===== src/rtl/lddr_pkg.sv =====
// constants, carriers and state layout of the logical device irq/dma routing block
`default_nettype none

package lddr_pkg;

    // ****************************************************************
    // sizes and configuration register indices
    // ****************************************************************
    localparam int LDDR_LDN_COUNT = 12;
    localparam logic [7:0] LDDR_IDX_LDN = 8'h07;
    localparam logic [7:0] LDDR_IDX_OSC = 8'h24;
    localparam logic [7:0] LDDR_IDX_RELOC_LO = 8'h26;
    localparam logic [7:0] LDDR_IDX_RELOC_HI = 8'h27;
    localparam logic [7:0] LDDR_IDX_ACTIVE = 8'h30;
    localparam logic [7:0] LDDR_IDX_BASE_HI = 8'h60;
    localparam logic [7:0] LDDR_IDX_BASE_LO = 8'h61;
    localparam logic [7:0] LDDR_IDX_IRQ_SEL = 8'h70;
    localparam logic [7:0] LDDR_IDX_DMA_SEL = 8'h74;
    localparam logic [7:0] LDDR_KEY_ENTER = 8'h55;
    localparam logic [7:0] LDDR_KEY_EXIT = 8'hAA;
    localparam int LDDR_OSC_FULL_DECODE_BIT = 6;

    // ****************************************************************
    // configuration port location
    // ****************************************************************
    localparam logic [15:0] LDDR_CFG_BASE_STRAP_LO = 16'h002E;
    localparam logic [15:0] LDDR_CFG_BASE_STRAP_HI = 16'h004E;
    localparam logic [15:0] LDDR_RELOC_MIN = 16'h0100;
    localparam logic [15:0] LDDR_RELOC_MAX = 16'h0FFE;

    // ****************************************************************
    // logical device numbers, selector codes and reset values
    // ****************************************************************
    localparam logic [3:0] LDDR_LDN_FLOPPY = 4'h0;
    localparam logic [3:0] LDDR_LDN_PARPORT = 4'h3;
    localparam logic [3:0] LDDR_LDN_UART1 = 4'h4;
    localparam logic [3:0] LDDR_LDN_UART2 = 4'h5;
    localparam logic [3:0] LDDR_IRQ_SEL_NONE = 4'h0;
    localparam logic [3:0] LDDR_IRQ_SEL_RST_FLOPPY = 4'h6;
    localparam logic [2:0] LDDR_DMA_SEL_MIN = 3'h1;
    localparam logic [2:0] LDDR_DMA_SEL_MAX = 3'h3;
    localparam logic [2:0] LDDR_DMA_SEL_RST_FLOPPY = 3'h2;
    localparam logic [2:0] LDDR_DMA_SEL_RST_OTHER = 3'h4;
    localparam logic [7:0] LDDR_OSC_RST = 8'h00;

    // parallel port extended control modes
    localparam logic [2:0] LDDR_PP_MODE_FIFO = 3'b010;
    localparam logic [2:0] LDDR_PP_MODE_ECP = 3'b011;
    localparam logic [2:0] LDDR_PP_MODE_EPP = 3'b100;
    localparam logic [2:0] LDDR_PP_MODE_TEST = 3'b110;

    // ****************************************************************
    // carriers
    // ****************************************************************
    typedef struct packed {
        logic [15:0] addr;
        logic wr;
        logic rd;
        logic [7:0] wdata;
    } lddr_io_req_t;

    typedef struct packed {
        logic floppy_dma_gate;
        logic floppy_powered_down;
        logic parport_irq_gate;
        logic [2:0] parport_mode;
        logic ecp_service_pending;
        logic ecp_dma_gate;
        logic [3:0] uart1_irq_enable_reg;
        logic uart1_modem_aux_output_two;
        logic [3:0] uart2_irq_enable_reg;
        logic uart2_modem_aux_output_two;
        logic uart2_dma_gate;
    } lddr_fn_ctl_t;

    typedef struct packed {
        logic s1;
        logic s2;
        logic s3;
        logic [2:0] fill;
    } lddr_sync_t;

    typedef struct packed {
        logic cfg_mode;
        logic [7:0] index;
        logic [3:0] ldn;
        logic [7:0] osc;
        logic [15:0] cfg_base;
        logic strap_done;
        logic [7:0] rdata;
        logic rd_ack;
        logic [LDDR_LDN_COUNT-1:0] active;
        logic [LDDR_LDN_COUNT-1:0][15:0] ld_base;
        logic [LDDR_LDN_COUNT-1:0][3:0] irq_sel;
        logic [LDDR_LDN_COUNT-1:0][2:0] dma_sel;
        logic [15:0] irq_lines;
        logic [15:0] irq_low_pol;
        logic [3:0] dma_req;
        logic smi_n;
        logic [LDDR_LDN_COUNT-1:0] ld_hit;
    } lddr_state_t;

endpackage

`default_nettype wire


===== src/rtl/lddr_core.sv =====
// configuration port, per-device irq/dma selectors and function-local gating
`default_nettype none

//Contract
// - device base addresses decode from host address bits eleven down to zero; the code compares bits eleven to one (two-byte window).
// - oscillator config bit six adds a check that address bits fifteen-twelve are zero.
// - config port powers up at 0x02E or 0x04E by strap, relocatable later.
// - relocated config port lies in 0x0100-0x0FFE, even; data port at base plus one.
// - interrupt selector low four bits pick IRQ1-15; zero picks none; code two shared.
// - interrupt selector resets to 0x06 for device zero, 0x00 otherwise, all resets.
// - routed interrupts are active high except parallel port ECP/EPP; SMI is low.
// - interrupt active only with non-zero selector and function enable; floppy uses D3.
// - parallel interrupt needs control bit D4; ECP mode also needs service bit clear.
// - serial interrupt needs some enable bit D0-D3 and auxiliary output two set.
// - interrupt lines nobody selects stay disabled.
// - every selector interrupt number is deliverable on the serialized interrupt vector; the code drives the parallel irq_lines_q vector.
// - DMA selector low three bits: one to three pick channels, others pick none.
// - DMA selector resets to 0x02 for device zero, 0x04 for devices three, five.
// - DMA active only with selector one to three and the function's DMA enable.
// - DMA channels nobody selects stay disabled.
// - floppy interrupt and DMA off when its DMA enable is zero or powered down.
// - serial interrupt off when auxiliary output two is zero; UART2 DMA follows enable.
// - parallel DMA follows ECP DMA enable; interrupt forced on in 010, 011, 110.
// - local disables add to disabling by inactive device or invalid base.
// - standard and EPP parallel modes disable the interrupt when D4 is zero.
module lddr_core (
    input wire logic clk_sys,
    input wire logic rst_n,
    input wire logic soft_reset,
    input wire logic config_port_strap,
    input wire lddr_pkg::lddr_io_req_t io_req,
    input wire lddr_pkg::lddr_fn_ctl_t fn_ctl,
    input wire logic [lddr_pkg::LDDR_LDN_COUNT-1:0] fn_irq_req,
    input wire logic [lddr_pkg::LDDR_LDN_COUNT-1:0] fn_drq,
    input wire logic smi_enable,
    input wire logic smi_req,
    output logic [7:0] io_rdata_q,
    output logic io_rd_ack_q,
    output logic [15:0] irq_lines_q,
    output logic [15:0] irq_low_pol_q,
    output logic [3:0] dma_req_q,
    output logic system_mgmt_interrupt_n_q,
    output logic [lddr_pkg::LDDR_LDN_COUNT-1:0] ld_hit_q,
    output logic [15:0] cfg_base_q
);
    import lddr_pkg::*;

    localparam int N = LDDR_LDN_COUNT;

    // ****************************************************************
    // helper functions
    // ****************************************************************

    // low twelve bits always compared, top nibble only in full mode
    function automatic logic port_hit(input logic [15:0] addr,
                                      input logic [15:0] target,
                                      input logic full16);
        port_hit = (addr[11:0] == target[11:0])
            && (!full16 || (addr[15:12] == 4'h0));
    endfunction

    // relocation target must be even and inside the allowed window
    function automatic logic reloc_ok(input logic [15:0] cand);
        reloc_ok = !cand[0] && (cand >= LDDR_RELOC_MIN)
            && (cand <= LDDR_RELOC_MAX);
    endfunction

    function automatic logic [3:0] irq_sel_default(input int i);
        irq_sel_default = (i == int'(LDDR_LDN_FLOPPY))
            ? LDDR_IRQ_SEL_RST_FLOPPY : LDDR_IRQ_SEL_NONE;
    endfunction

    function automatic logic [2:0] dma_sel_default(input int i);
        dma_sel_default = (i == int'(LDDR_LDN_FLOPPY))
            ? LDDR_DMA_SEL_RST_FLOPPY : LDDR_DMA_SEL_RST_OTHER;
    endfunction

    // reset image of the whole state; constants only
    function automatic lddr_state_t state_reset();
        lddr_state_t r;
        r = '0;
        r.osc = LDDR_OSC_RST;
        r.cfg_base = LDDR_CFG_BASE_STRAP_LO;
        r.smi_n = 1'b1;
        for (int i = 0; i < N; i++)
        begin
            r.irq_sel[i] = irq_sel_default(i);
            r.dma_sel[i] = dma_sel_default(i);
        end
        return r;
    endfunction

    // ****************************************************************
    // strap capture
    // ****************************************************************
    logic strap_level;
    logic strap_stable;

    lddr_sync u_strap_sync (
        .clk_sys(clk_sys),
        .rst_n(rst_n),
        .pin_in(config_port_strap),
        .level(strap_level),
        .stable(strap_stable)
    );

    // ****************************************************************
    // function-local gates
    // ****************************************************************
    logic [N-1:0] gate_irq;
    logic [N-1:0] gate_dma;
    logic [N-1:0] low_pol;
    logic pp_forced_on;
    logic pp_ecp;

    // devices without a gate here stay off, so their lines stay idle
    always_comb
    begin
        gate_irq = '0;
        gate_dma = '0;
        low_pol = '0;
        pp_ecp = (fn_ctl.parport_mode == LDDR_PP_MODE_ECP);
        pp_forced_on = (fn_ctl.parport_mode == LDDR_PP_MODE_FIFO) || pp_ecp
            || (fn_ctl.parport_mode == LDDR_PP_MODE_TEST);
        gate_irq[LDDR_LDN_FLOPPY] = fn_ctl.floppy_dma_gate
            && !fn_ctl.floppy_powered_down;
        gate_dma[LDDR_LDN_FLOPPY] = fn_ctl.floppy_dma_gate
            && !fn_ctl.floppy_powered_down;
        gate_irq[LDDR_LDN_PARPORT] = (pp_forced_on || fn_ctl.parport_irq_gate)
            && !(pp_ecp && fn_ctl.ecp_service_pending);
        gate_dma[LDDR_LDN_PARPORT] = fn_ctl.ecp_dma_gate;
        low_pol[LDDR_LDN_PARPORT] = pp_ecp
            || (fn_ctl.parport_mode == LDDR_PP_MODE_EPP);
        gate_irq[LDDR_LDN_UART1] = (|fn_ctl.uart1_irq_enable_reg)
            && fn_ctl.uart1_modem_aux_output_two;
        gate_irq[LDDR_LDN_UART2] = (|fn_ctl.uart2_irq_enable_reg)
            && fn_ctl.uart2_modem_aux_output_two;
        gate_dma[LDDR_LDN_UART2] = fn_ctl.uart2_dma_gate;
    end

    // ****************************************************************
    // per-device routing
    // ****************************************************************
    lddr_state_t s_q;
    lddr_state_t s_d;
    logic [N-1:0][15:0] dev_irq;
    logic [N-1:0][15:0] dev_pol;
    logic [N-1:0][3:0] dev_dma;
    logic [N-1:0] dev_live;

    // inactive device or zero base blocks everything, on top of local gates
    always_comb
    begin
        for (int i = 0; i < N; i++)
        begin
            dev_live[i] = s_q.active[i] && (s_q.ld_base[i] != 16'h0000);
        end
    end

    for (genvar g = 0; g < N; g++)
    begin : g_route
        lddr_route u_route (
            .irq_sel(s_q.irq_sel[g]),
            .dma_sel(s_q.dma_sel[g]),
            .dev_live(dev_live[g]),
            .irq_gate(gate_irq[g]),
            .dma_gate(gate_dma[g]),
            .irq_req(fn_irq_req[g]),
            .drq(fn_drq[g]),
            .low_pol(low_pol[g]),
            .irq_vec(dev_irq[g]),
            .irq_pol_vec(dev_pol[g]),
            .dma_vec(dev_dma[g])
        );
    end

    logic [15:0] irq_all;
    logic [15:0] pol_all;
    logic [3:0] dma_all;

    // merge every device; unused lines remain zero
    always_comb
    begin
        irq_all = '0;
        pol_all = '0;
        dma_all = '0;
        for (int i = 0; i < N; i++)
        begin
            irq_all = irq_all | dev_irq[i];
            pol_all = pol_all | dev_pol[i];
            dma_all = dma_all | dev_dma[i];
        end
    end

    // ****************************************************************
    // register read mux
    // ****************************************************************
    logic ldn_ok;
    logic [7:0] reg_rd;

    always_comb
    begin
        ldn_ok = (s_q.ldn < 4'(N));
        reg_rd = 8'h00;
        unique case (s_q.index)
            LDDR_IDX_LDN: reg_rd = {4'h0, s_q.ldn};
            LDDR_IDX_OSC: reg_rd = s_q.osc;
            LDDR_IDX_RELOC_LO: reg_rd = s_q.cfg_base[7:0];
            LDDR_IDX_RELOC_HI: reg_rd = s_q.cfg_base[15:8];
            LDDR_IDX_ACTIVE: reg_rd = {7'h00, ldn_ok && s_q.active[s_q.ldn]};
            LDDR_IDX_BASE_HI: reg_rd = ldn_ok ? s_q.ld_base[s_q.ldn][15:8] : 8'h00;
            LDDR_IDX_BASE_LO: reg_rd = ldn_ok ? s_q.ld_base[s_q.ldn][7:0] : 8'h00;
            LDDR_IDX_IRQ_SEL: reg_rd = ldn_ok ? {4'h0, s_q.irq_sel[s_q.ldn]} : 8'h00;
            LDDR_IDX_DMA_SEL: reg_rd = ldn_ok ? {5'h00, s_q.dma_sel[s_q.ldn]} : 8'h00;
            default: reg_rd = 8'h00;
        endcase
    end

    // ****************************************************************
    // next state
    // ****************************************************************
    logic full16;
    logic idx_hit;
    logic data_hit;
    logic [15:0] reloc_cand;

    always_comb
    begin
        s_d = s_q;
        s_d.rd_ack = 1'b0;
        full16 = s_q.osc[LDDR_OSC_FULL_DECODE_BIT];
        idx_hit = port_hit(io_req.addr, s_q.cfg_base, full16);
        data_hit = port_hit(io_req.addr, s_q.cfg_base + 16'h0001, full16);
        reloc_cand = s_q.cfg_base;

        // strap sampled once after release, when the synchroniser settles
        if (!s_q.strap_done && strap_stable)
        begin
            s_d.cfg_base = strap_level ? LDDR_CFG_BASE_STRAP_HI
                : LDDR_CFG_BASE_STRAP_LO;
            s_d.strap_done = 1'b1;
        end

        // index port: entry key, exit key, or index byte while open
        if (io_req.wr && idx_hit)
        begin
            if (!s_q.cfg_mode)
            begin
                s_d.cfg_mode = (io_req.wdata == LDDR_KEY_ENTER);
            end
            else if (io_req.wdata == LDDR_KEY_EXIT)
            begin
                s_d.cfg_mode = 1'b0;
            end
            else
            begin
                s_d.index = io_req.wdata;
            end
        end

        // data port writes; out-of-range device numbers write no per-device register
        if (io_req.wr && data_hit && s_q.cfg_mode)
        begin
            unique case (s_q.index)
                LDDR_IDX_LDN: s_d.ldn = io_req.wdata[3:0];
                LDDR_IDX_OSC: s_d.osc = io_req.wdata;
                LDDR_IDX_RELOC_LO:
                begin
                    reloc_cand = {s_q.cfg_base[15:8], io_req.wdata};
                    if (reloc_ok(reloc_cand))
                    begin
                        s_d.cfg_base = reloc_cand;
                    end
                end
                LDDR_IDX_RELOC_HI:
                begin
                    reloc_cand = {io_req.wdata, s_q.cfg_base[7:0]};
                    if (reloc_ok(reloc_cand))
                    begin
                        s_d.cfg_base = reloc_cand;
                    end
                end
                LDDR_IDX_ACTIVE:
                begin
                    if (ldn_ok)
                    begin
                        s_d.active[s_q.ldn] = io_req.wdata[0];
                    end
                end
                LDDR_IDX_BASE_HI:
                begin
                    if (ldn_ok)
                    begin
                        s_d.ld_base[s_q.ldn][15:8] = io_req.wdata;
                    end
                end
                LDDR_IDX_BASE_LO:
                begin
                    if (ldn_ok)
                    begin
                        s_d.ld_base[s_q.ldn][7:0] = io_req.wdata;
                    end
                end
                LDDR_IDX_IRQ_SEL:
                begin
                    if (ldn_ok)
                    begin
                        s_d.irq_sel[s_q.ldn] = io_req.wdata[3:0];
                    end
                end
                LDDR_IDX_DMA_SEL:
                begin
                    if (ldn_ok)
                    begin
                        s_d.dma_sel[s_q.ldn] = io_req.wdata[2:0];
                    end
                end
                default: ;
            endcase
        end

        // reads answer only while the configuration port is open
        if (io_req.rd && s_q.cfg_mode && (idx_hit || data_hit))
        begin
            s_d.rdata = idx_hit ? s_q.index : reg_rd;
            s_d.rd_ack = 1'b1;
        end

        // soft reset returns only the selectors to their defaults
        if (soft_reset)
        begin
            for (int i = 0; i < N; i++)
            begin
                s_d.irq_sel[i] = irq_sel_default(i);
                s_d.dma_sel[i] = dma_sel_default(i);
            end
        end

        // device window hit: two-byte span on bits eleven to one
        for (int i = 0; i < N; i++)
        begin
            s_d.ld_hit[i] = (io_req.wr || io_req.rd) && dev_live[i]
                && port_hit({io_req.addr[15:1], 1'b0},
                            {s_q.ld_base[i][15:1], 1'b0}, full16);
        end

        // full vector is registered straight to the irq_lines output
        s_d.irq_lines = irq_all;
        s_d.irq_low_pol = pol_all;
        s_d.dma_req = dma_all;
        // code two is shared; keeping both apart is up to software
        s_d.smi_n = !(smi_enable && smi_req);
    end

    always_ff @(posedge clk_sys or negedge rst_n)
    begin
        if (!rst_n)
        begin
            s_q <= state_reset();
        end
        else
        begin
            s_q <= s_d;
        end
    end

    // ****************************************************************
    // outputs, all straight from the state register
    // ****************************************************************
    assign io_rdata_q = s_q.rdata;
    assign io_rd_ack_q = s_q.rd_ack;
    assign irq_lines_q = s_q.irq_lines;
    assign irq_low_pol_q = s_q.irq_low_pol;
    assign dma_req_q = s_q.dma_req;
    assign system_mgmt_interrupt_n_q = s_q.smi_n;
    assign ld_hit_q = s_q.ld_hit;
    assign cfg_base_q = s_q.cfg_base;
endmodule // lddr_core

`default_nettype wire


===== src/rtl/lddr_sync.sv =====
// three-stage synchroniser for a pin level, with an agreement flag
`default_nettype none

module lddr_sync (
    input wire logic clk_sys,
    input wire logic rst_n,
    input wire logic pin_in,
    output logic level,
    output logic stable
);
    import lddr_pkg::*;

    lddr_sync_t s_q;
    lddr_sync_t s_d;

    // first stage feeds only the second stage
    always_comb
    begin
        s_d.s1 = pin_in;
        s_d.s2 = s_q.s1;
        s_d.s3 = s_q.s2;
        s_d.fill = {s_q.fill[1:0], 1'b1};
    end

    always_ff @(posedge clk_sys or negedge rst_n)
    begin
        if (!rst_n)
        begin
            s_q <= '0;
        end
        else
        begin
            s_q <= s_d;
        end
    end

    // reset zeros look settled, so wait for the pipe to fill
    assign level = s_q.s3;
    assign stable = s_q.fill[2] && (s_q.s2 == s_q.s3);
endmodule // lddr_sync

`default_nettype wire


===== src/rtl/lddr_route.sv =====
// one logical device: selector codes and gates to one-hot irq/dma vectors
`default_nettype none

module lddr_route (
    input wire logic [3:0] irq_sel,
    input wire logic [2:0] dma_sel,
    input wire logic dev_live,
    input wire logic irq_gate,
    input wire logic dma_gate,
    input wire logic irq_req,
    input wire logic drq,
    input wire logic low_pol,
    output logic [15:0] irq_vec,
    output logic [15:0] irq_pol_vec,
    output logic [3:0] dma_vec
);
    import lddr_pkg::*;

    // unselected or gated lines stay at zero so sharers are undisturbed
    always_comb
    begin
        irq_vec = '0;
        irq_pol_vec = '0;
        dma_vec = '0;
        if (dev_live && irq_gate && (irq_sel != LDDR_IRQ_SEL_NONE))
        begin
            irq_vec[irq_sel] = low_pol ? ~irq_req : irq_req;
            irq_pol_vec[irq_sel] = low_pol;
        end
        if (dev_live && dma_gate && (dma_sel >= LDDR_DMA_SEL_MIN)
            && (dma_sel <= LDDR_DMA_SEL_MAX))
        begin
            dma_vec[dma_sel[1:0]] = drq;
        end
    end
endmodule // lddr_route

`default_nettype wire


===== config.mk =====
export PLATFORM = sky130hd
export DESIGN_NAME = lddr_core
export DESIGN_NICKNAME = d
export VERILOG_FILES = /design/src/rtl/lddr_pkg.sv /design/src/rtl/lddr_core.sv /design/src/rtl/lddr_sync.sv /design/src/rtl/lddr_route.sv
export SDC_FILE = /design/constraint.sdc
export NUM_CORES = 1
export LEC_CHECK = 0
export ABC_AREA = 0
export BUFFER_PORTS_ARGS = -buffer_cell sky130_fd_sc_hd__buf_2
export CAP_MARGIN = 10
export CORE_ASPECT_RATIO = 2
export CORE_MARGIN = 2
export CORE_UTILIZATION = 35
export CTS_CLUSTER_DIAMETER = 100
export CTS_CLUSTER_SIZE = 14
export DETAILED_ROUTE_END_ITERATION = 12
export GPL_TIMING_DRIVEN = 1
export MAX_ROUTING_LAYER = met4
export PLACE_DENSITY_LB_ADDON = 0.05
export REMOVE_ABC_BUFFERS = 1
export SYNTH_ARGS = -nofsm -noshare
export SYNTH_HDL_FRONTEND = slang
export SYNTH_HIERARCHICAL = 1
export SYNTH_SLANG_ARGS = --single-unit

===== constraint.sdc =====
create_clock -name clk_sys -period 8.5 [get_ports clk_sys]
set_clock_uncertainty 0.15 [all_clocks]
set_input_delay 1.275 -clock clk_sys [delete_from_list [all_inputs] [get_ports clk_sys]]
set_output_delay 1.275 -clock clk_sys [all_outputs]
set_load 0.03 [all_outputs]

==> results of run 1 <==
registers in the layout, summed over array words and instances (netlist names), 4 cells and up:
name	count
s_q	309
cfg_base_q	16
dma_req_q	4
u_strap_sync/s_d	4
ld_hit_q	12
irq_lines_q	16
io_rdata_q	8
irq_low_pol_q	16
critical path, cell delays in order:
cell,delay (ns)
buf_2,0.47
xor3_1,0.32
a41o_1,0.21
or4_1,0.47
or3_1,0.57
or3_1,0.75
nor3_4,0.56
mux2_2,0.40
cell families (layout without fill, tap and decap cells):
kind of cell             after synthesis  count (layout)
buffers and inverters                292             266
other                                 14             147
multiplexers                         422             422
AO/OA/AOI/OAI                        126             126
AND/OR/NAND/NOR                     1164            1164
XOR/XNOR                             164             164
adder cells (fa/ha/maj)                2               2
flip-flops                           390             390
final cells by class:
cell class / instances / area (sq um) / share of cell area
multi-input combinational: 2020 / 14680 / 0.5303
tap: 923 / 1155 / 0.04173
antenna: 5 / 12.51 / 0.0004521
inverter: 17 / 63.81 / 0.002306
timing repair buffer: 191 / 1086 / 0.03924
clock inverter: 1 / 8.758 / 0.0003165
sequential: 390 / 9791 / 0.3538
clock buffer: 57 / 883.3 / 0.03192
metal layers:
| layer | vias to the layer above | share of wire |
|---|---|---|
| li1 | 9409 | - |
| met2 | 964 | 0.53 |
| met3 | 347 | 0.042 |
| met1 | 10900 | 0.32 |
| met4 | 0 | 0.11 |
| met5 | - | 0 |
Yosys cell counts, types with 16 or more instances:
cell type,number
nand3b_1,26
mux2i_1,131
nand2b_1,48
xor2_1,140
nand4b_1,37
nor3b_1,17
nor4_1,244
nand2_1,114
inv_1,17
dfrtp_1,371
a22oi_1,25
mux2_2,230
buf_4,109
nor2_1,280
nand4_1,31
dfstp_2,19
nor3_1,184
o21ai_0,24
a21oi_1,16
clkbuf_1,128
buf_1,20
mux4_2,56
nand3_1,94
placed cells by master (no fill, tap or decap), types with 17 or more instances in the layout:
master,n
nor3_1,183
inv_1,17
buf_4,42
buf_2,147
nand2b_1,48
conb_1,142
clkbuf_16,31
xor2_1,140
nand2_1,114
mux2i_1,131
nor3b_1,17
clkbuf_1,25
nor4_1,235
nor2_1,280
a22oi_1,25
mux4_2,56
nand3_1,94
nand3b_1,26
nand4_1,31
nor4_2,18
mux2_2,230
o21ai_0,24
dfstp_2,19
dfrtp_1,369
nand4b_1,37
stage by stage:
stage | util | std cells | area, sq um
final | 0.3816 | 3604 | 27680
after detailed placement | 0.3692 | 3541 | 26770
after CTS | 0.3815 | 3599 | 27660
after floorplan | - | 2427 | 24430
after global routing | 0.3815 | 3601 | 27670
after global placement | 0.3692 | 3541 | 26770
power by group through the flow:
stage          Sequential (mW)  Clock [mW]  Combinational (mW)
4_1_cts                   1.87        1.48               0.293
3_3_place_gp              1.91           0               0.293
6_report                  1.88        1.42               0.292
5_1_grt                   1.88        1.53               0.318
3_5_place_dp              1.91           0               0.292
2_1_floorplan             1.91           0               0.106
final timing paths:
kind | startpoint | endpoint | slack, ns | depth (start not counted)
setup / recovery | io_req[12] | s_q[253] | 3.81 | 8
hold / removal | u_strap_sync/s_d[4] | u_strap_sync/s_d[3] | 0.20 | 0
setup reg to reg | cfg_base_q[1] | s_q[253] | 3.94 | 8
hold reg to reg | u_strap_sync/s_d[4] | u_strap_sync/s_d[3] | 0.20 | 0
max in group asynchronous | rst_n | s_q[189] | 6.09 | 2
min in group asynchronous | rst_n | s_q[119] | 0.50 | 1
==> flow_summary.toml, run 1 <==
[logic_synthesis]
synth_top_family_by_area = "simple AND/OR/NAND/NOR gates"
synth_top_area_frac = 0.3642
yosys.area.top_type = "dfrtp_1"
synth_mux_area_frac = 0.2047
synth_fa_ha_area_frac = 0.0009816
avgSynthCellArea_sq_um = 9.904
yosysWarningCount = 6
synth_cell_types = 71
synth-edff-count = 0
synth-xor-area-share = 0.06106
async_flop_share = 1.000
synth-main-ff-cell = "dfrtp_1"
synth_area_sq_um = 25490
synth-simple-area-share = 0.2484
ys_seq_elements = 390
netlist_top_cells_area = "dfrtp_1, mux2_2, nor4_1"
synth-compound-area-share = 0.03593
syn_inst = 2574
synth_seq_area_share = 0.3838

[global_routing]
grt_use_met1 = 0.2960
grt_overflow = 0
grt_use_met2 = 0.5828
first_global_vias = 21990
grt_max_degree = 148
grt_use_met3 = 0.03002
grt.total_usage = 0.3171
antenna_found_initial = 3
grt_first_pass_wirelength_mm = 165.3
busiest_layer = "met2"

[power_and_ir_drop]
combPwrFrac = 0.081
p_sw_mw = 0.9605
internal_power_mw = 2.628
seqPwrFrac = 0.523
switching_share = 0.2676
ir_worst_vdd_mv = 0.1382
finalPower_mw = 3.589
p_clk_frac = 0.396
power_density_nw_per_um2 = 129.7
p_leak_nw = 12.24

[critical_path]
arrival_ns = 5.05
end_kind = "register"
startpoint_type = "primary input"
worst-path-max-fanout = 14
worstPathRequired_ns = 8.86
crit_type = "in2reg"

[sta]
layout_setup_ws_ns = 3.813
finalCritPeriodShare = 0.5514
hold_viol = 0
holdWs_ns = 0.1996
fin_crit_ns = 4.687
rsz0062_at_grt = "false"
setup_viol = 0
worst_slew_pin_slew_ns = 1.173
fin_tns_setup_ns = 0
max_freq_mhz = 213.3
drv_slew = 0
relSlewSlack = 0.2120

[floorplanning]
die_width_um = 194.8
start_util = 0.3515
ios = 149
coreArea_sq_um = 72520
rows = 140
die_area_sq_um = 75140
die_y_um = 385.7

[drt]
wl_per_cell_um = 32.26
drc_errors = 0
vias = 21620
vias_per_cell = 5.999
first_pass_iters = 7
drt_iter0_markers = 1447
routed_wl_mm = 116.3
drtAntennaViolNets = 0

[placed_design]
io_buffer_count = 148
dp_slack_ns = 3.154
hpwl_mm = 86.60
gp_congestion = 0.9580

[layout]
syn2layout_area_growth_pct = 8.560
final_nets = 2728
fillers = 7386
drive_gt1_frac = 0.2160

[clocking]
cts-root-buf = "clkbuf_16"
cts_resized = 0
cts_setup_buffers = 0
clkTransAtPathRegs_ns = 0.07
cts_num_sinks = 390
clk_latency_ns = 0.63
ctsHtreeMaxLevel = 1
holdBufCountCts = 0
cts_buffer_depth = 3
cts_buffers = 31
cts_tree = "done"

[flow_run]
maxCapViolCount = 0

[run_status]
status = "complete, no violations"

[min_path]
hold_path.class = "reg2reg"
Note: power is estimated with default switching activity, not from simulation.
==> inputs of run 2 (changes only) <==
Settings changed: ABC_AREA 0 to 1.
Clock period 8.5 ns to 4.52 ns, I/O delays scaled along.
==> flow_summary.toml, run 2 <==
[layout]
syn2layout_area_growth_pct = 7.964
drive_gt1_frac = 0.1236
instances_no_fill = 5278
top_register = "s_q"
fillers = 8846
largest_reg_flops = 309
final_nets = 4300
layout_commonest_cell = "nand2_1"
layout_common_cells = "nand2_1, nor2_1, dfrtp_1"
utilization = 0.3806

[clocking]
cts_setup_buffers = 0
cts_tree = "done"
ctsHtreeMaxLevel = 2
cts-root-buf = "clkbuf_16"
cts_num_sinks = 390
clk_latency_ns = 0.60
cts_buffers = 34
cts_buffer_depth = 3
cts_resized = 0
clkTransAtPathRegs_ns = 0.09

[min_path]
hold_start = "config_port_strap"
hold_depth = 1
hold_path.class = "in2reg"
hold_end = "u_strap_sync/s_d[4]"

[floorplanning]
start_util = 0.3525
die_area_sq_um = 82080
ios = 149
coreArea_sq_um = 79100
die_width_um = 203.6
die_y_um = 403.2
rows = 146

[global_routing]
grt.total_usage = 0.3452
grt_first_pass_wirelength_mm = 198.4
antenna_found_initial = 1
grt_overflow = 0
grt_max_degree = 90
first_global_vias = 28990

[logic_synthesis]
syn_inst = 4170
avgSynthCellArea_sq_um = 6.687
netlist_top_cells_area = "dfrtp_1, nand2_1, nor2_1"
synth_cell_types = 52
synth-edff-count = 0
ys_top_cells_by_count = "nand2_1, nor2_1, dfrtp_1, o21ai_0, nand3_1"
yosysWarningCount = 6
async_flop_share = 1.000
synth_area_sq_um = 27890
yosys.area.top_type = "dfrtp_1"
synth.most_common_cell = "nand2_1"
synth_top_area_frac = 0.3329
ys_seq_elements = 390
synth-main-ff-cell = "dfrtp_1"
synth_seq_area_share = 0.3508

[drt]
routed_wl_mm = 137.5
first_pass_iters = 6
vias = 29170
drc_errors = 0
drtAntennaViolNets = 0
wl_per_cell_um = 26.05
drt_iter0_markers = 2112
vias_per_cell = 5.526

[power_and_ir_drop]
p_sw_mw = 2.054
switching_share = 0.2864
ir_worst_vdd_mv = 0.2542
internal_power_mw = 5.117
p_clk_frac = 0.404
p_leak_nw = 13.08
power_density_nw_per_um2 = 238.2
finalPower_mw = 7.171
seqPwrFrac = 0.498
combPwrFrac = 0.098

[sta]
fin_tns_setup_ns = 0
setup_viol = 0
relSlewSlack = 0.1448
fin_crit_ns = 3.768
worst_slew_pin_slew_ns = 1.271
max_freq_mhz = 265.4
hold_viol = 0
drv_slew = 0
rsz0062_at_grt = "false"
layout_setup_ws_ns = 0.7520
finalCritPeriodShare = 0.8336

[critical_path]
worstPathRequired_ns = 4.79
cp_slowest_stage_delay_ns = 0.64
crit_type = "reg2reg"
reg2reg_depth = 13
path_cells = "ha_1 > inv_1 > nor2_1 > nand2_1 > o21bai_1 > nand2_1 > nor2_2 > nand4_4 > nor2_4 > nand3_1 > buf_4 > nand2_1 > o21ai_0"
crit_path_start = "cfg_base_q[1]"
arrival_ns = 4.04
slowest_stage = "nor2_4"
reg2reg_slack_ns = 0.75
worst-path-max-fanout = 19
startpoint_type = "register"
critical_path.most_common_cell = "nand2_1"
end_kind = "register"
reg2reg_to = "s_q[242]"
r2r-start = "cfg_base_q[1]"

[run_status]
status = "complete, no violations"

[placed_design]
dp.cells = 5222
gp_congestion = 1.050
dp_slack_ns = 0.8403
io_buffer_count = 148
hpwl_mm = 104.7

[flow_run]
maxCapViolCount = 0
run 2: worst max path at each step:
stage	to	depth (start not counted)	slack, ns
final	s_q[242]	13	0.75
after CTS	s_q[162]	14	0.79
after detailed placement	s_q[242]	13	0.84
after global placement	s_q[210]	17	0.92
after global routing	s_q[202]	14	0.59
after floorplan	s_q[295]	6	0.38
run 2: per-layer routing:
layer / GRT usage / up-vias / share of wire
li1: - / 13570 / -
met1: 0.3146 / 13730 / 0.32
met2: 0.6031 / 1267 / 0.51
met3: 0.03894 / 597 / 0.045
met4: 0.3569 / 0 / 0.13
met5: - / - / 0
run 2: cells by family (layout without fill, tap and decap cells):
logic type,after synthesis,count (layout),share of synthesized area
AO/OA/AOI/OAI,528,528,0.1131
XOR/XNOR,59,59,0.01853
adder cells (fa/ha/maj),2,2,0.0008972
buffers and inverters,538,558,0.1056
flip-flops,390,390,0.3508
other,14,66,0.001884
AND/OR/NAND/NOR,2639,2639,0.4092
run 2: power groups by stage:
stage                     clock network (mW)  registers (mW)  logic (mW)
after CTS                               2.99            3.57       0.683
after global routing                    3.08            3.57       0.748
final                                   2.90            3.57       0.701
after global placement                     0            3.64       0.683
after detailed placement                   0            3.64       0.681
after floorplan                            0            3.64       0.268
run 2: per-stage QoR:
step | hold slack, ns | instance area [sq um]
final | 0.04835 | 30110
after global placement | 0.1821 | 29130
after CTS | 0.02968 | 30100
after global routing | 0.04387 | 30110
after detailed placement | 0.1871 | 29130
after floorplan | 0.1812 | 25990
run 2: final cells by class:
type | count | area (sq um) | share of cell area
inverter | 229 | 859.6 | 0.02855
antenna | 1 | 2.502 | 0.00008312
timing repair buffer | 275 | 1782 | 0.05918
tap | 1036 | 1296 | 0.04306
clock buffer | 50 | 932.1 | 0.03096
sequential | 390 | 9783 | 0.3250
clock inverter | 4 | 30.03 | 0.0009974
multi-input combinational | 3293 | 15420 | 0.5122
run 2: timing repair:
item	4_1_cts	5_1_grt
hold buffers	1	0
endpoints found under the hold margin	64	0
setup endpoints to repair	0	0
run 2: critical path: cells and delay by family, from the launching register on:
family,cells,cell delay (ns)
DFF,1,0.63
buffers and inverters,2,0.32
and+or+nand+nor,8,1.94
adders and majority gates,1,0.23
AOI/OAI and AO/OA,2,0.30
